`src/prpd_map.vh`:
```
// Constants for the reset, strap and shared power-down / interrupt pin block.
// Assumes a 125 MHz system clock; included by the design files only.
`ifndef PRPD_MAP_VH
`define PRPD_MAP_VH
`define PRPD_CLK_MHZ 125
`define PRPD_RST_MIN_NS 1000
`define PRPD_RST_MIN_CYC ((`PRPD_RST_MIN_NS * `PRPD_CLK_MHZ + 999) / 1000)
`define PRPD_STRAP_W 5
`define PRPD_CTRL_RESET 8'h00
`define PRPD_CTRL_ADDR_LSB 0
`define PRPD_CTRL_IRQ_PIN_BIT 5
`define PRPD_CTRL_IRQ_EN_BIT 6
`define PRPD_ISOLATE_ADDR 5'h00
`endif

```
`src/prpd_top.v`:
```
// Hardware reset qualifier, strap capture and shared power-down / interrupt pin control.
// Assumes a single 125 MHz clock; control writes and interrupt sources come from on-chip logic.
`timescale 1ns/1ps
`include "prpd_map.vh"

// Function
// - Reset pin low for more than 1 us (125 cycles) triggers a complete reset sequence.
// - Hardware reset returns every control bit except the address field to its default value.
// - Hardware reset re-samples and re-applies all strap inputs.
// - Shared pin acts as power-down input until configured otherwise.
// - Power-down function: pin active low, device powered down while low.
// - Interrupt function: open drain, pulled low on enabled interrupt, else released.
// - Address strap captured into control register; zero selects isolate mode.
module prpd_top #(
  parameter RST_MIN_CYC = `PRPD_RST_MIN_CYC
) (
  input wire CLK_SYS_IN,
  input wire RST_N_IN,
  input wire RESET_PIN_N_IN,
  input wire [4:0] ADDRESS_STRAP_IN,
  input wire POWERDOWN_IRQ_PIN_IN,
  output wire POWERDOWN_IRQ_PIN_OUT,
  output wire POWERDOWN_IRQ_PIN_OE_OUT,
  input wire CTRL_WR_IN,
  input wire [7:0] CTRL_WDATA_IN,
  input wire IRQ_EVENT_IN,
  input wire IRQ_CLEAR_IN,
  output reg [7:0] TRANSCEIVER_CONTROL_REG_OUT,
  output reg SOFT_RESET_OUT,
  output reg POWER_DOWN_OUT,
  output reg ISOLATE_OUT,
  output reg IRQ_PENDING_OUT
);
  // One-hot states of the reset qualifier.
  localparam ST_RUN = 3'b001;
  localparam ST_LOW = 3'b010;
  localparam ST_INIT = 3'b100;

  // Width of the low-time counter; sixteen bits cover far more than the default minimum.
  localparam CW = 16;

  // Number of address strap pins captured by a qualified reset.
  localparam SW = `PRPD_STRAP_W;

  // Last count of a qualified low level, kept at 32 bits so that the compare never truncates.
  localparam [31:0] RST_LAST = RST_MIN_CYC - 1;

  // Synchronised pin levels.
  wire reset_pin_s;
  wire pd_pin_s;
  wire [SW-1:0] strap_s;

  // Reset qualifier state and low-time counter.
  reg [2:0] state_r;
  reg [2:0] state_nxt;
  reg [CW-1:0] cnt_r;
  reg [CW-1:0] cnt_nxt;
  wire [31:0] cnt_wide;

  // Next values of the registered outputs.
  reg [7:0] ctrl_nxt;
  reg isolate_nxt;
  reg soft_reset_nxt;
  reg pending_nxt;
  reg power_down_nxt;

  // Decoded control bits.
  wire irq_mode;
  wire irq_en;
  wire in_init;

  // The reset pin is asynchronous to the system clock, so it is filtered before it is counted.
  prpd_sync3 #(.RESET_VAL(1'b1)) u_rst_sync (
    .clk_in(CLK_SYS_IN),
    .rst_n_in(RST_N_IN),
    .pin_in(RESET_PIN_N_IN),
    .level_out(reset_pin_s)
  );

  prpd_sync3 #(.RESET_VAL(1'b1)) u_pd_sync (
    .clk_in(CLK_SYS_IN),
    .rst_n_in(RST_N_IN),
    .pin_in(POWERDOWN_IRQ_PIN_IN),
    .level_out(pd_pin_s)
  );

  // Strap pins are board levels outside the clock domain; each bit gets its own filter.
  // The capture happens long after the pin reset is seen, so the filter lag never matters.
  genvar gi;
  generate
    for (gi = 0; gi < SW; gi = gi + 1) begin : g_strap_sync
      prpd_sync3 #(.RESET_VAL(1'b0)) u_strap_sync (
        .clk_in(CLK_SYS_IN),
        .rst_n_in(RST_N_IN),
        .pin_in(ADDRESS_STRAP_IN[gi]),
        .level_out(strap_s[gi])
      );
    end
  endgenerate

  // The counter is widened on purpose for the compare against the 32-bit limit.
  assign cnt_wide = {{(32-CW){1'b0}}, cnt_r};

  // The reset process is running while the qualifier sits in its init state.
  assign in_init = (state_r == ST_INIT);

  // Pulses shorter than the minimum are ignored, so glitches on the reset pin cannot wipe state.
  always @* begin
    state_nxt = state_r;
    cnt_nxt = cnt_r;
    case (state_r)
      ST_RUN: begin
        cnt_nxt = {CW{1'b0}};
        if (!reset_pin_s) begin
          state_nxt = ST_LOW;
        end
      end
      ST_LOW: begin
        if (reset_pin_s) begin
          state_nxt = ST_RUN;
        end else if (cnt_wide >= RST_LAST) begin
          state_nxt = ST_INIT;
        end else begin
          cnt_nxt = cnt_r + 16'h0001;
        end
      end
      ST_INIT: begin
        if (reset_pin_s) begin
          state_nxt = ST_RUN; // Reset process completes on release of the pin.
        end
      end
      default: begin
        state_nxt = ST_RUN;
      end
    endcase
  end

  // Qualifier registers.
  always @(posedge CLK_SYS_IN or negedge RST_N_IN) begin
    if (!RST_N_IN) begin
      state_r <= ST_RUN;
      cnt_r <= {CW{1'b0}};
    end else begin
      state_r <= state_nxt;
      cnt_r <= cnt_nxt;
    end
  end

  // Control register next value: defaults plus the filtered strap while the reset process runs.
  // Writes are refused during the reset process, so software cannot race the strap capture.
  always @* begin
    ctrl_nxt = TRANSCEIVER_CONTROL_REG_OUT;
    isolate_nxt = ISOLATE_OUT;
    soft_reset_nxt = 1'b0;
    if (in_init) begin
      ctrl_nxt = `PRPD_CTRL_RESET;
      ctrl_nxt[`PRPD_CTRL_ADDR_LSB +: SW] = strap_s;
      isolate_nxt = (strap_s == `PRPD_ISOLATE_ADDR);
      soft_reset_nxt = 1'b1;
    end else if (CTRL_WR_IN) begin
      // Writing address zero here does not isolate; only the strap does.
      ctrl_nxt = CTRL_WDATA_IN;
    end
  end

  // Decoded function of the shared pin and the interrupt enable.
  assign irq_mode = TRANSCEIVER_CONTROL_REG_OUT[`PRPD_CTRL_IRQ_PIN_BIT];
  assign irq_en = TRANSCEIVER_CONTROL_REG_OUT[`PRPD_CTRL_IRQ_EN_BIT];

  // Pending flag next value: a new event in the clearing cycle wins over the clear.
  // Losing an event would leave the host waiting forever, a spurious one only costs a read.
  always @* begin
    pending_nxt = IRQ_PENDING_OUT;
    if (in_init) begin
      pending_nxt = 1'b0;
    end else if (IRQ_EVENT_IN && irq_en) begin
      pending_nxt = 1'b1;
    end else if (IRQ_CLEAR_IN) begin
      pending_nxt = 1'b0;
    end
  end

  // Power-down next value: the pin only counts while it serves as an input.
  // In interrupt function the device pulls the pin itself, so reading it would power it down.
  always @* begin
    power_down_nxt = 1'b0;
    if (!irq_mode) begin
      power_down_nxt = !pd_pin_s;
    end
  end

  // Output registers; the reset branch holds only constants.
  always @(posedge CLK_SYS_IN or negedge RST_N_IN) begin
    if (!RST_N_IN) begin
      TRANSCEIVER_CONTROL_REG_OUT <= `PRPD_CTRL_RESET;
      ISOLATE_OUT <= 1'b0;
      SOFT_RESET_OUT <= 1'b1;
      IRQ_PENDING_OUT <= 1'b0;
      POWER_DOWN_OUT <= 1'b0;
    end else begin
      TRANSCEIVER_CONTROL_REG_OUT <= ctrl_nxt;
      ISOLATE_OUT <= isolate_nxt;
      SOFT_RESET_OUT <= soft_reset_nxt;
      IRQ_PENDING_OUT <= pending_nxt;
      POWER_DOWN_OUT <= power_down_nxt;
    end
  end

  // A user must note that the pin high level comes only from the pull-up.
  // Release therefore takes as long as the pull-up needs to charge the line.

  // Open drain: drive low only, never high; the pullup makes the high level.
  assign POWERDOWN_IRQ_PIN_OUT = 1'b0;
  assign POWERDOWN_IRQ_PIN_OE_OUT = irq_mode && IRQ_PENDING_OUT;
endmodule

```
`src/prpd_sync3.v`:
```
// Three-stage synchroniser for a pin input with agreement filtering.
// Assumes one system clock; the pin may change at any time.
`timescale 1ns/1ps
module prpd_sync3 #(
  parameter RESET_VAL = 1'b1
) (
  input wire clk_in,
  input wire rst_n_in,
  input wire pin_in,
  output reg level_out
);
  reg s1_r;
  reg s2_r;
  reg s3_r;

  // The first stage feeds only the second, so metastability never reaches logic.
  always @(posedge clk_in or negedge rst_n_in) begin
    if (!rst_n_in) begin
      s1_r <= RESET_VAL;
      s2_r <= RESET_VAL;
      s3_r <= RESET_VAL;
      level_out <= RESET_VAL;
    end else begin
      s1_r <= pin_in;
      s2_r <= s1_r;
      s3_r <= s2_r;
      if (s2_r == s3_r) begin
        level_out <= s3_r; // A change counts once two stages agree.
      end
    end
  end
endmodule

```
`config.mk`:
```
export PLATFORM = sky130hd
export DESIGN_NAME = prpd_top
export DESIGN_NICKNAME = d
export VERILOG_FILES = /design/src/prpd_top.v /design/src/prpd_sync3.v
export VERILOG_INCLUDE_DIRS = /design/src
export SDC_FILE = /design/constraint.sdc
export NUM_CORES = 1
export LEC_CHECK = 0
export ABC_CLOCK_PERIOD_IN_PS = 1690
export BUFFER_PORTS_ARGS = -buffer_cell sky130_fd_sc_hd__buf_2
export CAP_MARGIN = 20
export CELL_PAD_IN_SITES_DETAIL_PLACEMENT = 1
export CELL_PAD_IN_SITES_GLOBAL_PLACEMENT = 1
export CORE_AREA = 5 5 79 81
export CTS_BUF_LIST = sky130_fd_sc_hd__clkbuf_4
export DETAILED_ROUTE_END_ITERATION = 7
export DIE_AREA = 0 0 84 86
export PLACE_DENSITY = 0.76
export SLEW_MARGIN = 25
export SYNTH_ARGS = -nofsm -noshare
export SYNTH_HDL_FRONTEND = slang
export SYNTH_SLANG_ARGS = --single-unit
```
`constraint.sdc`:
```
create_clock -name CLK_SYS_IN -period 1.69 [get_ports CLK_SYS_IN]
set_clock_uncertainty 0.1 [all_clocks]
set_input_delay 0 -clock CLK_SYS_IN [delete_from_list [all_inputs] [get_ports CLK_SYS_IN]]
set_output_delay 0 -clock CLK_SYS_IN [all_outputs]
set_load 0.005 [all_outputs]
```
==> flow_summary.rst, run 1 <==
.. list-table::
   :header-rows: 1

   * - Metric
     - Value
   * - Outcome
     - finished, violations left
   * - Violated checks
     - negative setup slack
   * - Final period utilization
     - 108.1%
   * - Ordered cell list for the critical path
     - nor4_4 -> a31o_1 -> buf_4 -> nand4_1 -> xor2_1 -> nor2_1
   * - Antenna Diode Count
     - 0
   * - Slowest library cell on the worst path
     - dfrtp_1
   * - Number of instances in the synthesized netlist
     - 178
   * - FF-to-FF Start
     - cnt_r[8]
   * - Core utilization of the finished layout
     - 56.88%
   * - Worst-path fanout max
     - 3
   * - Kind of cell adding the most delay to the critical path
     - simple AND/OR/NAND/NOR gates
   * - Filler cells
     - 582
   * - Overall overflow remaining after global route
     - 0
   * - Critical register-to-register path endpoint
     - cnt_r[2]
   * - Pin count of the biggest net entering global routing
     - 60
   * - Number of register bits inferred by synthesis
     - 59
   * - Commonest non-fill, non-tap cell in the layout
     - dfrtp_1
   * - Cell leakage power
     - 1.393 nW
   * - Vias per cell
     - 5.035
   * - Inserted Clock Buffers
     - 9
   * - Sequential share of the synthesized area
     - 66.70%
   * - Starting DRC count in detailed routing
     - 31
   * - Max VDD drop
     - 0.0005994 V
   * - F_max
     - 547.2 MHz
   * - Total wire length after detailed routing
     - 5.779 mm
   * - Number of distinct standard cells referenced by the synthesized netlist
     - 40
   * - Post-synth EDFFs
     - 0
   * - Die extent in x
     - 84 µm
   * - Clock tree from TritonCTS
     - done
   * - Count of nets left with antenna violations after detail routing
     - 0
   * - HP Class
     - input pin to flip-flop
   * - Critical Path AT
     - 2.01 ns
   * - Power density normalized to cell area
     - 1002 nW/µm²
   * - Hold path depth
     - 2
   * - Post-placement cell area
     - 2599 µm²
   * - Overall global routing resource usage
     - 17.61%
   * - Total negative setup slack
     - -0.6551 ns
   * - Number of buffer cells added on primary ports
     - 32
   * - Initial standard-cell utilization of the core
     - 41.30%
   * - Switching Power
     - 0.0008409 W
   * - Nature of the critical path startpoint
     - flip-flop
   * - Count of endpoints failing hold in the final timing report
     - 0
   * - First drt pass iteration count
     - 4
   * - Int Power
     - 0.002239 W
   * - Proportion of total power due to net switching
     - 27.30%
   * - Synth warn
     - 0
   * - Max Root-Sink Buffers
     - 2
   * - Hold Startpoint
     - RESET_PIN_N_IN
   * - Die Span Y
     - 86 µm
   * - Clock slew at reported path FFs
     - 0.10 ns
   * - DRC violations left
     - 0
   * - Non-Filler Cell Area, Final
     - 3074 µm²
   * - Worst reg2reg path depth
     - 6
   * - Routed wire length per instance
     - 16.95 µm
   * - Final WS setup
     - -0.1376 ns
   * - Estimated wirelength of the detail-placed design
     - 3.333 mm
   * - Part of the total power dissipated in sequential elements
     - 51.2%
   * - Minimum clock period after layout
     - 1.828 ns
   * - Relative contribution of combinational cells to total power
     - 17.5%
   * - Start point of the critical path
     - cnt_r[8]
   * - CTS Root Cell
     - clkbuf_4
   * - Full die area
     - 7224 µm²
   * - Weighted congestion reported at the end of routability-driven placement
     - 0.8816
   * - Max-cap viol count
     - 0
   * - Pwr Total
     - 0.003080 W
   * - Std cell rows
     - 27
   * - # IOs
     - 34
   * - Synth async-reset ratio
     - 100.0%
   * - Syn Nets
     - 200
   * - Slew Limit Fails
     - 0
   * - Total setup violations reported at the end of the flow
     - 9
   * - Post-Synthesis Cell Area
     - 2232 µm²
   * - Average size of a mapped cell
     - 12.54 µm²
   * - Core box area
     - 5405 µm²
   * - Primary FF master, synth
     - dfrtp_1
   * - Relative contribution of the clock network to total power
     - 31.3%
   * - Number of nets in the layout
     - 286
   * - Slowest Stage Delay on Critical Path
     - 0.43 ns
   * - CTS H-tree lvls
     - 3
   * - Area added between synthesis and finish
     - 37.72%
   * - Setup repair after global routing missed its margin
     - yes
   * - Endpoint type of the worst setup path
     - flip-flop
   * - Total vias in the final route
     - 1717
   * - Share of cells above drive strength 1
     - 32.71%
   * - Initial antenna violation count
     - 0
   * - Number of global-route vias before repair
     - 1919
   * - Buffers plus inverters on the worst setup path
     - 1
   * - Data required time at the worst endpoint
     - 1.88 ns
   * - Top library cells by usage in the layout, fill and taps aside
     - dfrtp_1 (49), buf_2 (32), dlygate4sd3_1 (27)
   * - Latest clock arrival within the worst-skew pair
     - 0.40 ns
   * - Num Clock Sinks
     - 59
   * - Category of the critical setup timing path
     - flip-flop to flip-flop
   * - Worst hold path endpoint
     - u_rst_sync.s1_r
   * - Register-to-register setup slack
     - -0.14 ns
   * - Wire length of the first global-routing pass
     - 9.542 mm
## power by group through the flow
| stage | Clock, W | Combinational, W | Sequential (W) |
|---|---|---|---|
| 6_report | 0.000965 | 0.000538 | 0.00158 |
| 5_1_grt | 0.00108 | 0.000589 | 0.00159 |
| 4_1_cts | 0.000995 | 0.000506 | 0.00157 |
| 3_5_place_dp | 0 | 0.000414 | 0.00160 |
| 3_3_place_gp | 0 | 0.000391 | 0.00159 |
| 2_1_floorplan | 0 | 0.000212 | 0.00159 |
## metal layers
layer,global-route usage (%),up-vias,part of all wire [%]
li1,-,796,-
met1,19.41,861,40
met2,31.02,41,53
met3,5.668,19,3.9
met4,8.041,0,2.7
met5,0,-,0
## cell usage after synthesis, types with 2 or more instances
library cell  count  share of area, %
a21oi_1           4              0.90
a31oi_1           2              0.56
and2_1            7               2.0
and4_1            3               1.2
clkbuf_1          3              0.50
dfrtp_1          49                55
dfstp_2          10                12
ha_1              2               1.1
inv_1             5              0.84
maj3_1            7               3.1
mux2i_1           8               3.6
nand2_1          11               1.8
nand2b_1          2              0.56
nand3_1           3              0.67
nand4_1           3              0.84
nor2_1           15               2.5
nor3_1            4              0.90
nor3b_1           2              0.67
o21a_1            2              0.67
o21ai_0          13               2.9
or3_1             3              0.84
or3b_1            2              0.78
## cell families (layout without fill, tap and decap cells)
| kind of cell | after synthesis | in the layout | share of synthesized area [%] |
|---|---|---|---|
| AND/OR/NAND/NOR | 62 | 62 | 15.08 |
| multiplexers | 8 | 8 | 3.588 |
| adder cells (fa/ha/maj) | 9 | 9 | 4.260 |
| XOR/XNOR | 1 | 1 | 0.3924 |
| buffers and inverters | 10 | 101 | 2.186 |
| other | 1 | 1 | 0.1680 |
| flip-flops | 59 | 59 | 66.70 |
| AO/OA/AOI/OAI | 28 | 28 | 7.624 |
## layout make-up
class                           instances  area (µm²)  area share, %
Clock buffer                           10       75.07          2.442
Clock inverter                          6       57.56          1.872
Inverter                                5       18.77         0.6105
Multi-Input combinational cell        109       743.2          24.18
Sequential cell                        59        1489          48.43
Tap cell                               72       90.09          2.930
Timing Repair Buffer                   80       600.6          19.54
## how the worst max path moves through the flow
| stage | cells after the start | to | slack (ns) |
|---|---|---|---|
| CTS | 5 | cnt_r[5] | -0.08 |
| finish | 6 | cnt_r[2] | -0.14 |
| floorplan | 6 | cnt_r[4] | -0.05 |
| detailed placement | 5 | cnt_r[5] | -0.22 |
| global placement | 5 | cnt_r[5] | -0.08 |
| global route | 6 | cnt_r[2] | -0.23 |
## registers in the layout (all words and copies together), names as in the netlist, 3 cells and up
| signal | count |
|---|---|
| g_strap_sync.u_strap_sync.s3_r | 5 |
| state_r | 3 |
| g_strap_sync.u_strap_sync.s2_r | 5 |
| cnt_r | 16 |
| TRANSCEIVER_CONTROL_REG_OUT | 8 |
| g_strap_sync.u_strap_sync.s1_r | 5 |
| g_strap_sync.u_strap_sync.level_out | 5 |
## stage by stage
| step | worst slack, ns | hold slack, ns | instances |
|---|---|---|---|
| global route | -0.2306 | 0.09772 | 341 |
| finish | -0.1376 | 0.1312 | 341 |
| CTS | -0.08416 | 0.09996 | 340 |
| detailed placement | -0.2167 | -0.06820 | 294 |
| floorplan | -0.05026 | -0.3956 | 178 |
| global placement | -0.07976 | -0.07798 | 294 |
## timing repair
action | CTS | global route
setup endpoints to repair | 7 | 17
pin swaps | 11 | 3
gates cloned | 0 | 0
hold endpoints to repair | 75 | 0
buffers inserted | 3 | 1
hold buffers | 27 | 0
resized for setup | 4 | 9
No activity file was read; power rests on OpenSTA's default activity.
==> run 2: changes to the inputs <==
--- a/config.mk
+++ b/config.mk
@@ -16,5 +16,7 @@
 export DETAILED_ROUTE_END_ITERATION = 7
 export DIE_AREA = 0 0 84 86
+export HOLD_SLACK_MARGIN = 0.12
 export PLACE_DENSITY = 0.76
+export RECOVER_POWER = 50
 export SLEW_MARGIN = 25
 export SYNTH_ARGS = -nofsm -noshare
==> constraint.sdc (replaced) <==
create_clock -name CLK_SYS_IN -period 1.69 [get_ports CLK_SYS_IN]
set_clock_uncertainty 0.1 [all_clocks]
set_input_delay 0.0845 -clock CLK_SYS_IN [delete_from_list [all_inputs] [get_ports CLK_SYS_IN]]
set_output_delay 0.0845 -clock CLK_SYS_IN [all_outputs]
set_load 0.005 [all_outputs]
==> flow_summary.rst, run 2 (synthesized netlist as in run 1, its figures left out) <==
.. list-table::
   :header-rows: 1

   * - Metric
     - Value
   * - Final period utilization
     - 110.3%
   * - Clock tree from TritonCTS
     - done
   * - Weighted congestion reported at the end of routability-driven placement
     - 0.7765
   * - Register with the most flip-flops
     - cnt_r
   * - F_max
     - 536.2 MHz
   * - Area added between synthesis and finish
     - 39.07%
   * - Vias per cell
     - 4.962
   * - Setup repair after global routing missed its margin
     - yes
   * - Category of the critical setup timing path
     - flip-flop to flip-flop
   * - Endpoint type of the worst setup path
     - flip-flop
   * - Routed wire length per instance
     - 16.88 µm
   * - CTS H-tree lvls
     - 3
   * - Top library cells by usage in the layout, fill and taps aside
     - dfrtp_1 (49), dlygate4sd3_1 (27), buf_2 (25)
   * - Inserted Clock Buffers
     - 9
   * - Overall global routing resource usage
     - 16.97%
   * - Max VDD drop
     - 0.0006845 V
   * - Max reg flops
     - 16
   * - Total negative setup slack
     - -0.6951 ns
   * - Filler cells
     - 583
   * - DRC violations left
     - 0
   * - Core utilization of the finished layout
     - 57.43%
   * - CTS Root Cell
     - clkbuf_4
   * - FF-to-FF Start
     - state_r[0]
   * - Slew Limit Fails
     - 0
   * - Final WS setup
     - -0.1749 ns
   * - Total wire length after detailed routing
     - 5.739 mm
   * - Slew at the pin closest to its max-slew limit
     - 0.7365 ns
   * - Die extent in x
     - 84 µm
   * - Slowest Stage Delay on Critical Path
     - 0.43 ns
   * - Full die area
     - 7224 µm²
   * - Outcome
     - finished, violations left
   * - Overall overflow remaining after global route
     - 0
   * - Slowest library cell on the worst path
     - dfstp_2
   * - Share of cells above drive strength 1
     - 30.22%
   * - Violated checks
     - negative setup slack
   * - Number of nets in the layout
     - 285
   * - Non-filler instance count after layout
     - 340
   * - Initial standard-cell utilization of the core
     - 41.30%
   * - Pin count of the biggest net entering global routing
     - 60
   * - Non-Filler Cell Area, Final
     - 3104 µm²
   * - Total setup violations reported at the end of the flow
     - 9
   * - Commonest non-fill, non-tap cell in the layout
     - dfrtp_1
   * - # IOs
     - 34
   * - Wire length of the first global-routing pass
     - 9.487 mm
   * - Estimated wirelength of the detail-placed design
     - 3.215 mm
   * - Buffers plus inverters on the worst setup path
     - 1
   * - Max-cap viol count
     - 0
   * - Latest clock arrival within the worst-skew pair
     - 0.40 ns
   * - Post-placement cell area
     - 2591 µm²
   * - Max Root-Sink Buffers
     - 2
   * - Antenna Diode Count
     - 0
   * - Count of nets left with antenna violations after detail routing
     - 0
   * - Hold Startpoint
     - ADDRESS_STRAP_IN[3]
   * - Initial antenna violation count
     - 0
   * - Total vias in the final route
     - 1687
   * - Area of the multi-input gates
     - 775.7 µm²
   * - Starting DRC count in detailed routing
     - 74
   * - Register area
     - 1489 µm²
   * - Critical Path AT
     - 2.05 ns
   * - Kind of cell adding the most delay to the critical path
     - simple AND/OR/NAND/NOR gates
   * - First drt pass iteration count
     - 4
   * - Ordered cell list for the critical path
     - or3b_4 -> a31o_4 -> buf_6 -> and3_4 -> a31oi_1 -> nor2_1
   * - Nature of the critical path startpoint
     - flip-flop
   * - Data required time at the worst endpoint
     - 1.87 ns
   * - Die Span Y
     - 86 µm
   * - Std cell rows
     - 27
   * - Start point of the critical path
     - state_r[0]
   * - Num Clock Sinks
     - 59
   * - Worst-path fanout max
     - 7
   * - Clock slew at reported path FFs
     - 0.11 ns
   * - Largest registers
     - cnt_r: 16 flops, TRANSCEIVER_CONTROL_REG_OUT: 8 flops
   * - Slew headroom
     - 50.90%
   * - HP Class
     - input pin to flip-flop
   * - Cell leakage power
     - 1.385 nW
   * - Register-to-register setup slack
     - -0.17 ns
   * - Minimum clock period after layout
     - 1.865 ns
   * - Number of global-route vias before repair
     - 1849
   * - Count of endpoints failing hold in the final timing report
     - 0
   * - Tightest hold margin
     - 0.2234 ns
   * - Placed Instances
     - 293
   * - Power density normalized to cell area
     - 1044 nW/µm²
   * - Core box area
     - 5405 µm²
   * - Number of buffer cells added on primary ports
     - 32
## run 2: layout make-up
| class | instances | share of cell area [%] |
|---|---|---|
| Multi-Input combinational cell | 109 | 24.99 |
| Sequential cell | 59 | 47.96 |
| Timing Repair Buffer | 79 | 18.54 |
| Tap cell | 72 | 2.902 |
| Clock buffer | 10 | 2.418 |
| Clock inverter | 6 | 2.580 |
| Inverter | 5 | 0.6046 |
## run 2: path summary, 6_finish.rpt
path,cells past startpoint,endpoint
min in group asynchronous,4,g_strap_sync[2].u_strap_sync.s1_r
setup reg to reg,6,cnt_r[8]
setup / recovery,6,cnt_r[8]
hold reg to reg,0,g_strap_sync[4].u_strap_sync.s2_r
hold / removal,2,g_strap_sync[3].u_strap_sync.s1_r
max in group asynchronous,4,g_strap_sync[0].u_strap_sync.s2_r
## run 2: per-layer routing
metal	vias up	share of wire, %	GRT usage, %	wire, µm
met5	-	0	0	0
met1	850	43	21.02	2441
met2	37	51	28.49	2951
met3	10	4.0	3.939	227
li1	790	-	-	-
met4	0	2.1	7.456	118
## run 2: report_power, final
group	total (W)	leakage, nW	switching [W]	internal (W)
combinational	0.000534	0.585	0.000265	0.000269
clock	0.00112	0.0815	0.000514	0.000605
sequential	0.00159	0.719	0.0000749	0.00151
## run 2: repair_timing
item,4_1_cts,5_1_grt
gates resized for setup,3,16
hold buffers,27,0
cloned,0,0
pin swaps,12,6
buffers inserted,2,2
endpoints found under the hold margin,75,0
endpoints found under the setup margin,7,16
## run 2: worst register-to-register path: cells and delay by family, from the launching register on
family / cells / cell delay (ns)
AO/OA/AOI/OAI: 2 / 0.44
buffers and inverters: 1 / 0.12
flip-flops: 1 / 0.43
AND/OR/NAND/NOR: 3 / 0.66
## run 2: per-stage QoR
step / setup slack, ns / power [W]
after floorplan: -0.05026 / 0.001803
after global placement: -0.05071 / 0.001992
after detailed placement: -0.1351 / 0.002010
after CTS: -0.08854 / 0.003209
after global routing: -0.1792 / 0.003415
final: -0.1749 / 0.003239
